--- src/core/rssw_regs.svh ---
// Offsets, field positions, reset values and timing counts of the supervisor.
// Assumes a 32-bit Wishbone slave and a 50 MHz core clock.
`ifndef RSSW_REGS_SVH
`define RSSW_REGS_SVH
`define RSSW_ADR_W        8
`define RSSW_CTRL_OFS     8'h00
`define RSSW_FLAGS_OFS    8'h04
`define RSSW_LIMIT_OFS    8'h08
`define RSSW_SCAN_OFS     8'h0C
`define RSSW_OUT_OFS      8'h10
`define RSSW_ISTAT_OFS    8'h14
`define RSSW_IMASK_OFS    8'h18
`define RSSW_COUNT_OFS    8'h1C
`define RSSW_CTRL_BATMODE 0
`define RSSW_SCAN_END     0
`define RSSW_SCAN_KICK    1
`define RSSW_IRQ_INIT     0
`define RSSW_IRQ_WDOG     1
`define RSSW_IRQ_BATTERY_LAMP     2
`define RSSW_IRQ_W        3
`define RSSW_LIMIT_DEF    16'h00C8
`define RSSW_LIMIT_ALT    16'h0064
`define RSSW_LIMIT_MAX    16'h7FFF
`define RSSW_CLK_NS       20
`define RSSW_MS_NS        1000000
`define RSSW_MS_CYC       (`RSSW_MS_NS / `RSSW_CLK_NS)
`endif

--- src/core/rssw_pkg.sv ---
// Types shared by the run-status and scan-watchdog supervisor.
// Assumes rssw_regs.svh carries every number.
package rssw_pkg;
	typedef enum logic [2:0] {
		ST_STOP  = 3'b001,
		ST_RUN   = 3'b010,
		ST_FAULT = 3'b100
	} rssw_state_type;

	typedef struct packed {
		logic battery_lamp_latch;
		logic battery_lamp_low;
		logic wdog_err;
		logic init_nc;
		logic init_no;
		logic run_nc;
		logic run_no;
	} rssw_flags_type;

	typedef struct packed {
		logic error_lamp;
		logic battery_lamp;
		logic alarm_lamp;
	} rssw_lamps_type;
endpackage

--- src/core/rssw_core.sv ---
// Run-state flags, one-scan initial pulse, scan watchdog and battery watch.
// Assumes a classic Wishbone master on core_clk; run and battery pins are async.
`timescale 1ns/100ps
`include "rssw_regs.svh"

// Summary of operation
// - Run flag normally-open stays high for the whole time in run mode.
// - Run flag normally-closed stays low for the whole time in run mode.
// - Initial pulse normally-open is high for exactly the first scan after start.
// - Initial pulse normally-closed is low for exactly the first scan after start.
// - Scan overrunning the limit lights the error lamp and forces all outputs off.
// - Limit register loads 200 ms at power-up, 100 ms on the short variant.
// - Software may overwrite the limit to tolerate longer scans.
// - The kick instruction restarts the watchdog count mid-scan.
// - Limit values up to 32767 ms are accepted.
// - A negative limit written is taken as zero.
// - Low backup battery lights the battery lamp.
// - With battery mode selected, low battery also lights the alarm lamp.
// - The battery latch holds once low voltage has been seen.
module rssw_core #(
	parameter bit    SHORT_LIMIT = 1'b0,
	parameter int    MS_CYCLES   = `RSSW_MS_CYC
) (
	input  wire logic                   core_clk,   // 50 MHz clock
	input  wire logic                   rst_n,      // Async reset
	input  wire logic                   wb_cyc_i,   // Bus cycle
	input  wire logic                   wb_stb_i,   // Strobe
	input  wire logic                   wb_we_i,    // Write
	input  wire logic [3:0]             wb_sel_i,   // Byte lanes
	input  wire logic [7:0]             wb_adr_i,   // Byte address
	input  wire logic [31:0]            wb_dat_i,   // Write data
	output logic      [31:0]            wb_dat_o,   // Read data
	output logic                        wb_ack_o,   // Acknowledge
	input  wire logic                   run_pin,    // RUN switch
	input  wire logic                   battery_lamp_pin,   // Low battery sense
	output rssw_pkg::rssw_flags_type    flags,      // Special flags
	output rssw_pkg::rssw_lamps_type    lamps,      // Panel lamps
	output logic      [15:0]            plc_out,    // Process outputs
	output logic                        irq         // Interrupt level
);
	import rssw_pkg::*;

	localparam logic [15:0] LIMIT_RST = SHORT_LIMIT ? `RSSW_LIMIT_ALT : `RSSW_LIMIT_DEF;

	function automatic logic [15:0] clamp_limit(input logic [15:0] v);
		// Negative becomes zero; positive fits 32767 by width
		return v[15] ? 16'h0000 : v;
	endfunction

	rssw_state_type                state_r;
	rssw_state_type                state_nxt;
	logic                          run_s1_r;
	logic                          run_s2_r;
	logic                          bat_s1_r;
	logic                          bat_s2_r;
	logic                          ack_r;
	logic                          req;
	logic                          wr;
	logic                          rd;
	logic                          bat_mode_r;
	logic [15:0]                   limit_r;
	logic [15:0]                   out_r;
	logic [15:0]                   wd_ms_r;
	logic [31:0]                   ms_cnt_r;
	logic                          tick;
	logic                          scan_end;
	logic                          kick;
	logic                          init_r;
	logic                          overrun;
	logic [`RSSW_IRQ_W-1:0]        istat_r;
	logic [`RSSW_IRQ_W-1:0]        imask_r;
	logic [`RSSW_IRQ_W-1:0]        ev;
	logic                          bat_latch_r;
	logic                          enter_run;

	// Input synchronisers
	always_ff @(posedge core_clk or negedge rst_n) begin
		if (!rst_n) begin
			run_s1_r <= 1'b0;
			run_s2_r <= 1'b0;
			bat_s1_r <= 1'b0;
			bat_s2_r <= 1'b0;
		end else begin
			run_s1_r <= run_pin;
			run_s2_r <= run_s1_r;
			bat_s1_r <= battery_lamp_pin;
			bat_s2_r <= bat_s1_r;
		end
	end

	// Bus slave: one wait state, ack for one cycle, unmapped reads zero
	assign req = wb_cyc_i && wb_stb_i && !ack_r;
	// Writes land on the edge at which the master samples ack
	assign wr  = wb_cyc_i && wb_stb_i && ack_r && wb_we_i;
	assign rd  = req && !wb_we_i;

	always_ff @(posedge core_clk or negedge rst_n) begin
		if (!rst_n) begin
			ack_r <= 1'b0;
		end else begin
			ack_r <= req;
		end
	end
	assign wb_ack_o = ack_r;

	always_ff @(posedge core_clk or negedge rst_n) begin
		if (!rst_n) begin
			wb_dat_o <= 32'h0000_0000;
		end else if (rd) begin
			unique case (wb_adr_i)
				`RSSW_CTRL_OFS:  wb_dat_o <= {31'h0000_0000, bat_mode_r};
				`RSSW_FLAGS_OFS: wb_dat_o <= {25'h000_0000, flags};
				`RSSW_LIMIT_OFS: wb_dat_o <= {16'h0000, limit_r};
				`RSSW_OUT_OFS:   wb_dat_o <= {16'h0000, out_r};
				`RSSW_ISTAT_OFS: wb_dat_o <= {29'h0000_0000, istat_r};
				`RSSW_IMASK_OFS: wb_dat_o <= {29'h0000_0000, imask_r};
				`RSSW_COUNT_OFS: wb_dat_o <= {16'h0000, wd_ms_r};
				default:         wb_dat_o <= 32'h0000_0000;
			endcase
		end
	end

	// Software registers
	always_ff @(posedge core_clk or negedge rst_n) begin
		if (!rst_n) begin
			bat_mode_r <= 1'b0;
			limit_r    <= LIMIT_RST;
			out_r      <= 16'h0000;
			imask_r    <= '0;
		end else if (wr) begin
			if (wb_adr_i == `RSSW_CTRL_OFS && wb_sel_i[0])
				bat_mode_r <= wb_dat_i[`RSSW_CTRL_BATMODE];
			if (wb_adr_i == `RSSW_LIMIT_OFS && (&wb_sel_i[1:0]))
				limit_r <= clamp_limit(wb_dat_i[15:0]);
			if (wb_adr_i == `RSSW_OUT_OFS && (&wb_sel_i[1:0]))
				out_r <= wb_dat_i[15:0];
			if (wb_adr_i == `RSSW_IMASK_OFS && wb_sel_i[0])
				imask_r <= wb_dat_i[`RSSW_IRQ_W-1:0];
		end
	end

	assign scan_end = wr && wb_adr_i == `RSSW_SCAN_OFS && wb_sel_i[0] && wb_dat_i[`RSSW_SCAN_END];
	assign kick     = wr && wb_adr_i == `RSSW_SCAN_OFS && wb_sel_i[0] && wb_dat_i[`RSSW_SCAN_KICK];

	// Millisecond time base
	assign tick = (ms_cnt_r == 32'(MS_CYCLES - 1));
	always_ff @(posedge core_clk or negedge rst_n) begin
		if (!rst_n) begin
			ms_cnt_r <= 32'h0000_0000;
		end else if (state_r != ST_RUN || scan_end || kick || tick) begin
			ms_cnt_r <= 32'h0000_0000;
		end else begin
			ms_cnt_r <= ms_cnt_r + 32'h0000_0001;
		end
	end

	// Scan watchdog: milliseconds since scan start or last kick
	always_ff @(posedge core_clk or negedge rst_n) begin
		if (!rst_n) begin
			wd_ms_r <= 16'h0000;
		end else if (state_r != ST_RUN || scan_end || kick) begin
			wd_ms_r <= 16'h0000;
		end else if (tick && wd_ms_r != 16'hFFFF) begin
			wd_ms_r <= wd_ms_r + 16'h0001;
		end
	end
	assign overrun = state_r == ST_RUN && !scan_end && !kick && wd_ms_r > limit_r;

	// Run state: fault holds until the RUN switch is turned off
	always_comb begin
		state_nxt = state_r;
		unique case (state_r)
			ST_STOP:  if (run_s2_r) state_nxt = ST_RUN;
			ST_RUN: begin
				if (!run_s2_r)
					state_nxt = ST_STOP;
				else if (overrun)
					state_nxt = ST_FAULT;
			end
			ST_FAULT: if (!run_s2_r) state_nxt = ST_STOP;
			default:  state_nxt = ST_STOP;
		endcase
	end
	always_ff @(posedge core_clk or negedge rst_n) begin
		if (!rst_n) begin
			state_r <= ST_STOP;
		end else begin
			state_r <= state_nxt;
		end
	end
	assign enter_run = state_r == ST_STOP && state_nxt == ST_RUN;

	// First scan marker: set on entry, dropped by the first scan end
	always_ff @(posedge core_clk or negedge rst_n) begin
		if (!rst_n) begin
			init_r <= 1'b0;
		end else if (enter_run) begin
			init_r <= 1'b1;
		end else if (scan_end || state_nxt != ST_RUN) begin
			init_r <= 1'b0;
		end
	end

	// Battery latch holds until reset
	always_ff @(posedge core_clk or negedge rst_n) begin
		if (!rst_n) begin
			bat_latch_r <= 1'b0;
		end else if (bat_s2_r) begin
			bat_latch_r <= 1'b1;
		end
	end

	// Flags, lamps and outputs all registered
	always_ff @(posedge core_clk or negedge rst_n) begin
		if (!rst_n) begin
			flags <= '{battery_lamp_latch: 1'b0, battery_lamp_low: 1'b0, wdog_err: 1'b0,
				init_nc: 1'b1, init_no: 1'b0, run_nc: 1'b1, run_no: 1'b0};
		end else begin
			flags.run_no     <= state_nxt == ST_RUN;
			flags.run_nc     <= state_nxt != ST_RUN;
			flags.init_no    <= init_r;
			flags.init_nc    <= !init_r;
			flags.wdog_err   <= state_nxt == ST_FAULT;
			flags.battery_lamp_low   <= bat_s2_r;
			flags.battery_lamp_latch <= bat_latch_r;
		end
	end

	always_ff @(posedge core_clk or negedge rst_n) begin
		if (!rst_n) begin
			lamps   <= '0;
			plc_out <= 16'h0000;
		end else begin
			lamps.error_lamp   <= state_nxt == ST_FAULT;
			lamps.battery_lamp <= bat_latch_r;
			lamps.alarm_lamp   <= bat_latch_r && bat_mode_r;
			plc_out            <= state_nxt == ST_RUN ? out_r : 16'h0000;
		end
	end

	// Sticky interrupt status, write one to clear, set wins
	assign ev[`RSSW_IRQ_INIT] = enter_run;
	assign ev[`RSSW_IRQ_WDOG] = state_r == ST_RUN && state_nxt == ST_FAULT;
	assign ev[`RSSW_IRQ_BATTERY_LAMP] = bat_s2_r && !bat_latch_r;

	always_ff @(posedge core_clk or negedge rst_n) begin
		if (!rst_n) begin
			istat_r <= '0;
		end else if (wr && wb_adr_i == `RSSW_ISTAT_OFS && wb_sel_i[0]) begin
			istat_r <= ev | (istat_r & ~wb_dat_i[`RSSW_IRQ_W-1:0]);
		end else begin
			istat_r <= ev | istat_r;
		end
	end

	always_ff @(posedge core_clk or negedge rst_n) begin
		if (!rst_n) begin
			irq <= 1'b0;
		end else begin
			irq <= |(istat_r & imask_r);
		end
	end
endmodule

--- config.mk ---
export PLATFORM = sky130hd
export DESIGN_NAME = rssw_core
export DESIGN_NICKNAME = d
export VERILOG_FILES = /design/src/core/rssw_pkg.sv /design/src/core/rssw_core.sv
export VERILOG_INCLUDE_DIRS = /design/src /design/src/core
export SDC_FILE = /design/constraint.sdc
export NUM_CORES = 1
export LEC_CHECK = 0
export BUFFER_PORTS_ARGS = -buffer_cell sky130_fd_sc_hd__buf_2
export CAP_MARGIN = 15
export CORE_UTILIZATION = 41
export CTS_CLUSTER_SIZE = 12
export DETAILED_ROUTE_END_ITERATION = 8
export PLACE_DENSITY_LB_ADDON = 0.05
export SLEW_MARGIN = 20
export SYNTH_ARGS = -nofsm -noshare
export SYNTH_HDL_FRONTEND = slang
export SYNTH_SLANG_ARGS = --single-unit
--- constraint.sdc ---
create_clock -name core_clk -period 2.8 [get_ports core_clk]
set_clock_uncertainty 0.1 [all_clocks]
set_input_delay 0.14 -clock core_clk [delete_from_list [all_inputs] [get_ports core_clk]]
set_output_delay 0.14 -clock core_clk [all_outputs]
set_load 0.03 [all_outputs]
After elaboration in Yosys (flattened, before gate mapping)

Index checks and enable logic that the tools add are counted.

Add/sub/neg operators: 2
Muxes and demuxes: 14
Bitwise gates (word level): 5
Order comparisons: 1
Reductions and logical operators: 42
Equality and inequality tests: 16

Operators with widths:

| operator                                              | number |
|---|---|
| one-hot mux 16 bit (7 select lines)                   | 1 |
| 2-to-1 mux 16 bit                                     | 3 |
| adder 32 x 1 -> 32 bit, second input constant         | 1 |
| == test 32 x 16 -> 1 bit, second input constant       | 1 |
| == test 8 x 5 -> 1 bit, second input constant         | 4 |
| 2-to-1 mux 32 bit                                     | 1 |
| logical AND 1 bit                                     | 23 |
| adder 16 x 1 -> 16 bit, second input constant         | 1 |
| == test 8 x 4 -> 1 bit, second input constant         | 2 |
| greater-than comparator 16 bit                        | 1 |
| inequality test 16 bit, second input constant         | 1 |
| 2-to-1 mux 15 bit                                     | 1 |
| 2-to-1 mux 3 bit                                      | 5 |
| AND reduction 2 bit                                   | 5 |
| one-hot mux 3 bit (3 select lines)                    | 1 |
| == test 8 x 3 -> 1 bit, second input constant         | 1 |
| logical NOT 8 bit                                     | 1 |
| AND 3 bit                                             | 2 |
| == test 3 x 2 -> 1 bit, second input constant         | 2 |
| == test 3 bit, second input constant                  | 2 |
| logical NOT 1 bit                                     | 6 |
| inequality test 3 x 2 -> 1 bit, second input constant | 2 |
| OR 3 bit                                              | 2 |
| logical OR 1 bit                                      | 4 |
| 5 further kinds                                       | 7 |

Word-level logic and storage cells: 106
Bits of input ports: 51
Register bits after elaboration: 154
Output and inout bits: 60

Depth between registers and ports, before layout

Depth in word-level cells: 17
Gate-level depth with buffers: 9
Gate-level depth less buffers: 8

Least setup slack after synthesis

Ideal clock, no wire load.

Path kind: reg-to-reg
From: register ms_cnt_r[0]
To: register ms_cnt_r[26]
Period minus slack after synthesis: 2.152 ns
Arrival time: 1.931 ns
Buffers on the path: 0
Cell stages (with the launch flop): 8
Library setup time: 0.121 ns
Path slack: 0.648 ns
Data required time: 2.579 ns
Cell sequence: dfrtp_1 > ha_1 > nand3_1 > nor4_1 > nand3_1 > nor2_1 > xnor2_1 > nor2_1

Word-level cells in the longest chain between the ends: 3
Elaborated cells between the ends (all ways): 4
Those cells by class: add/sub (1); eq/ne (1); mux (1); reduce/logical (1)

RTL lines:

| what                                                                           | RTL line         | text |
|---|---|---|
| start: declaration                                                             | rssw_core.sv:64  | `logic [31:0] ms_cnt_r;` |
| start signal: assignment                                                       | rssw_core.sv:153 | `ms_cnt_r <= ms_cnt_r + 32'h0000_0001;` |
| parallel branches: the longest is 2 deep, another holds adder 32 x 1 -> 32 bit | n/a              |  |
| 2-to-1 mux 32 bit (*)                                                          | rssw_core.sv:150 | `end else if (state_r != ST_RUN \|\| scan_end \|\| kick \|\| tick) begin` |

Mark *: on every way between the ends.
A chain may end at the register's enable or synchronous reset.

Worst setup path in the final report

From: register limit_r[7]
To: register plc_out[4]

Word-level cells in the longest chain between the ends: 7

RTL lines:

| what                               | RTL line         | text |
|---|---|---|
| start: declaration                 | rssw_core.sv:61  | `logic [15:0] limit_r;` |
| start signal: assignment           | rssw_core.sv:134 | `limit_r <= clamp_limit(wb_dat_i[15:0]);` |
| greater-than comparator 16 bit     | rssw_core.sv:167 | `assign overrun = state_r == ST_RUN && !scan_end && !kick && wd_ms_r > limit_r;` |
| logical AND 1 bit                  | rssw_core.sv:167 |  |
| 2-to-1 mux 3 bit                   | rssw_core.sv:177 | `else if (overrun)` |
| 2-to-1 mux 3 bit                   | rssw_core.sv:175 | `if (!run_s2_r)` |
| one-hot mux 3 bit (3 select lines) | rssw_core.sv:172 | `unique case (state_r)` |
| == test 3 x 2 -> 1 bit             | rssw_core.sv:237 | `plc_out <= state_nxt == ST_RUN ? out_r : 16'h0000;` |
| 2-to-1 mux 16 bit                  | rssw_core.sv:237 |  |
| end signal: assignment             | rssw_core.sv:237 |  |
| end: declaration                   | rssw_core.sv:38  | `output logic [15:0] plc_out,` |

Every way passes these cells.

==> flow_summary.json <==
{
  "avgSynthCellArea_um2": 10.3,
  "critPathKind": "register to register",
  "finalWirelength_mm": 15.5,
  "grt_usage_pct": 20.7,
  "drive_gt1_share_pct": 22.3,
  "finalCritPeriodShare_pct": 92.5,
  "critPathArrivalTime_ns": 2.80,
  "drc": 0,
  "stdcell_count": 979,
  "ctsLongestPathBuffers": 2,
  "initial_core_util_pct": 42.6,
  "netlist_area_mm2": 0.00658,
  "cp_max_fo": 13,
  "ant_nets": 0,
  "synth.most_common_cell": "dfrtp_1",
  "tightest_slew_ns": 0.572,
  "ys_warn_count": 0,
  "drtIter0Drc": 231,
  "yosys.area.top_type": "dfrtp_1",
  "die_h_um": 129,
  "diodes": 0,
  "synth_top_family_by_area": "simple AND/OR/NAND/NOR gates",
  "ys_seq_area_share_pct": 52.2,
  "synthFlopType": "dfrtp_1",
  "h-tree-depth": 4,
  "p_per_area_mw_per_mm2": 578,
  "timing.hold.ws_ns": 0.119,
  "fillCellCount": 1465,
  "hold_class": "input pin to register",
  "worstPathRequired_ns": 3.01,
  "die_width_um": 129,
  "grt_pass1_vias": 5036,
  "hold_violations": 0,
  "antenna_found_initial": 0,
  "report.final.slew_viol_count": 0,
  "placed_cell_area_mm2": 0.00728,
  "p_leak_nw": 3.76,
  "ys_ff_latch": 137,
  "synth_top_cells_by_count": "dfrtp_1, nor2_1, nand2_1",
  "post-route-util_pct": 52.6,
  "slowest_delay_ns": 0.55,
  "synth_xor_xnor_area_share_pct": 5.73,
  "synth_top_area_share_pct": 49.8,
  "clk_pin_slew_ns": 0.06,
  "synth-edff-count": 0,
  "core_mm2": 0.0154,
  "max_slew_margin_pct": 61.8,
  "drv_cap": 0,
  "grt_max_degree": 59,
  "cts_tree": "yes",
  "post-dp-hpwl_mm": 10.8,
  "met1_usage_pct": 27.3,
  "viasPerCell": 5.10,
  "post_cts.repair.setup_buffers": 0,
  "synthAdderAreaFrac_pct": 3.23,
  "placedCellCount": 927,
  "synthArstFlopShare_pct": 100,
  "clock-sinks": 137,
  "vdd_drop_max_mv": 0.405,
  "status": "complete, no violations",
  "final_nets": 823,
  "tns_ns": 0,
  "synth_cell_types": 56,
  "synth_compound_area_share_pct": 9.49,
  "crit_chain": "inv_1 > ha_1 > nand4_1 > nor4_1 > buf_4 > o21ai_0 > nand3_1 > a31oi_4 > buf_4 > and2_1",
  "endpoint_kind": "register",
  "grt.overflow.total": 0,
  "muxShareOfSynthArea_pct": 4.57,
  "vias": 4994,
  "critPathLaunchType": "register",
  "cts_root_buffer": "clkbuf_16",
  "wl_per_cell_um": 15.8,
  "grt_pass1_wl_mm": 25.8,
  "die-area_mm2": 0.0166,
  "placementRows": 45,
  "yosys.area_share.simple_pct": 19.7,
  "crit_top_cell": "buf_4",
  "grt_use_met2_pct": 32.9,
  "final_area_mm2": 0.00811,
  "ys_top_cells_by_area": "dfrtp_1, xor2_1, nor2_1",
  "worstSkewPairLatency_ns": 0.42,
  "rsz0062_at_grt": "false",
  "multi_input_comb_area_mm2": 0.00288,
  "netlist_instances": 637,
  "ios": 111,
  "cts_buffers": 17,
  "place_congestion": 0.805,
  "top_usage_layer": "met2",
  "port_buffers": 76,
  "syn2layout_area_growth_pct": 23.3,
  "setup_viol": 0,
  "fmax_mhz": 386,
  "finalCriticalPeriod_ns": 2.59,
  "firstDrtPassIters": 4,
  "worst_path_max_delay_cell": "dfstp_2",
  "gr-usage-met3_pct": 4.16,
  "regArea_mm2": 0.00344
}
[worst max-delay path: cells and delay by family (launching register included)]
family / cells / cell delay (ns)
AO/OA/AOI/OAI: 2 / 0.19
adder cells (fa/ha/maj): 1 / 0.31
buffers and inverters: 3 / 0.45
flip-flops: 1 / 0.55
AND/OR/NAND/NOR: 4 / 0.89
[sequential cells by signal, summed over array words and instances (netlist names)]
signal       flops
bat_mode_r       1
wb_dat_o        16
flags            5
wb_ack_o         1
run_s2_r         1
bat_s1_r         1
wd_ms_r         16
lamps            3
limit_r         15
istat_r          3
state_r          3
irq              1
imask_r          3
plc_out         16
run_s1_r         1
out_r           16
ms_cnt_r        32
bat_s2_r         1
bat_latch_r      1
init_r           1
[kinds of logic (layout without fill, tap and decap cells)]
family / after synthesis / in the layout
adder cells (fa/ha/maj): 17 / 17
XOR/XNOR: 43 / 43
AO/OA/AOI/OAI: 92 / 92
AND/OR/NAND/NOR: 257 / 257
buffers and inverters: 65 / 181
multiplexers: 25 / 25
flip-flops: 137 / 137
other: 1 / 16
[per-layer routing]
layer | wire [um] | vias to the layer above
met5 | 0 | -
met4 | 367 | 0
met3 | 587 | 25
met2 | 7300 | 117
met1 | 7260 | 2446
li1 | - | 2406
[metrics by stage]
step | total power, mW | worst slack (ns)
floorplan | 2.20 | 0.648
global placement | 2.30 | 0.245
detailed placement | 2.31 | 0.234
CTS | 4.75 | 0.203
global route | 4.85 | 0.0558
finish | 4.69 | 0.210
[what timing repair did]
action,CTS,global route
gates resized for setup,0,0
hold buffers,20,0
endpoints found under the hold margin,96,0
setup endpoints to repair,0,0
[power breakdown]
group	total, mW	internal (mW)	switching, mW
clock	2.40	1.58	0.818
combinational	0.261	0.0831	0.178
sequential	2.03	2.01	0.0212
[worst paths after layout]
path | cells past startpoint | startpoint | endpoint | slack (ns)
setup / recovery | 10 | limit_r[7] | plc_out[4] | 0.21
hold / removal | 3 | wb_dat_i[15] | limit_r[3] | 0.12
setup reg to reg | 10 | limit_r[7] | plc_out[4] | 0.21
hold reg to reg | 0 | run_s1_r | run_s2_r | 0.25
max in group asynchronous | 3 | rst_n | ms_cnt_r[15] | 1.65
min in group asynchronous | 2 | rst_n | plc_out[8] | 0.15
[cell type report]
type | count | area share [%]
Clock buffer | 25 | 6.11
Clock inverter | 7 | 1.70
Inverter | 25 | 1.16
Multi-Input combinational cell | 450 | 35.4
Sequential cell | 137 | 42.4
Tap cell | 211 | 3.25
Timing Repair Buffer | 124 | 9.98
[layout by cell type, fill, tap and decap left out, drive strengths merged, types with 6 or more instances in the layout]
cell	count
nor2	68
conb	16
ha	17
dfrtp	131
dlygate4sd3	20
nand4	17
and4	6
buf	104
clkbuf	25
a22o	14
nand2b	17
dfstp	6
nor4	10
mux2	20
xor2	29
nand2	65
o21ai	40
nand3	23
inv	25
xnor2	14
and2	19
and3	10
a21oi	16
No activity file was read; power rests on OpenSTA's default activity.
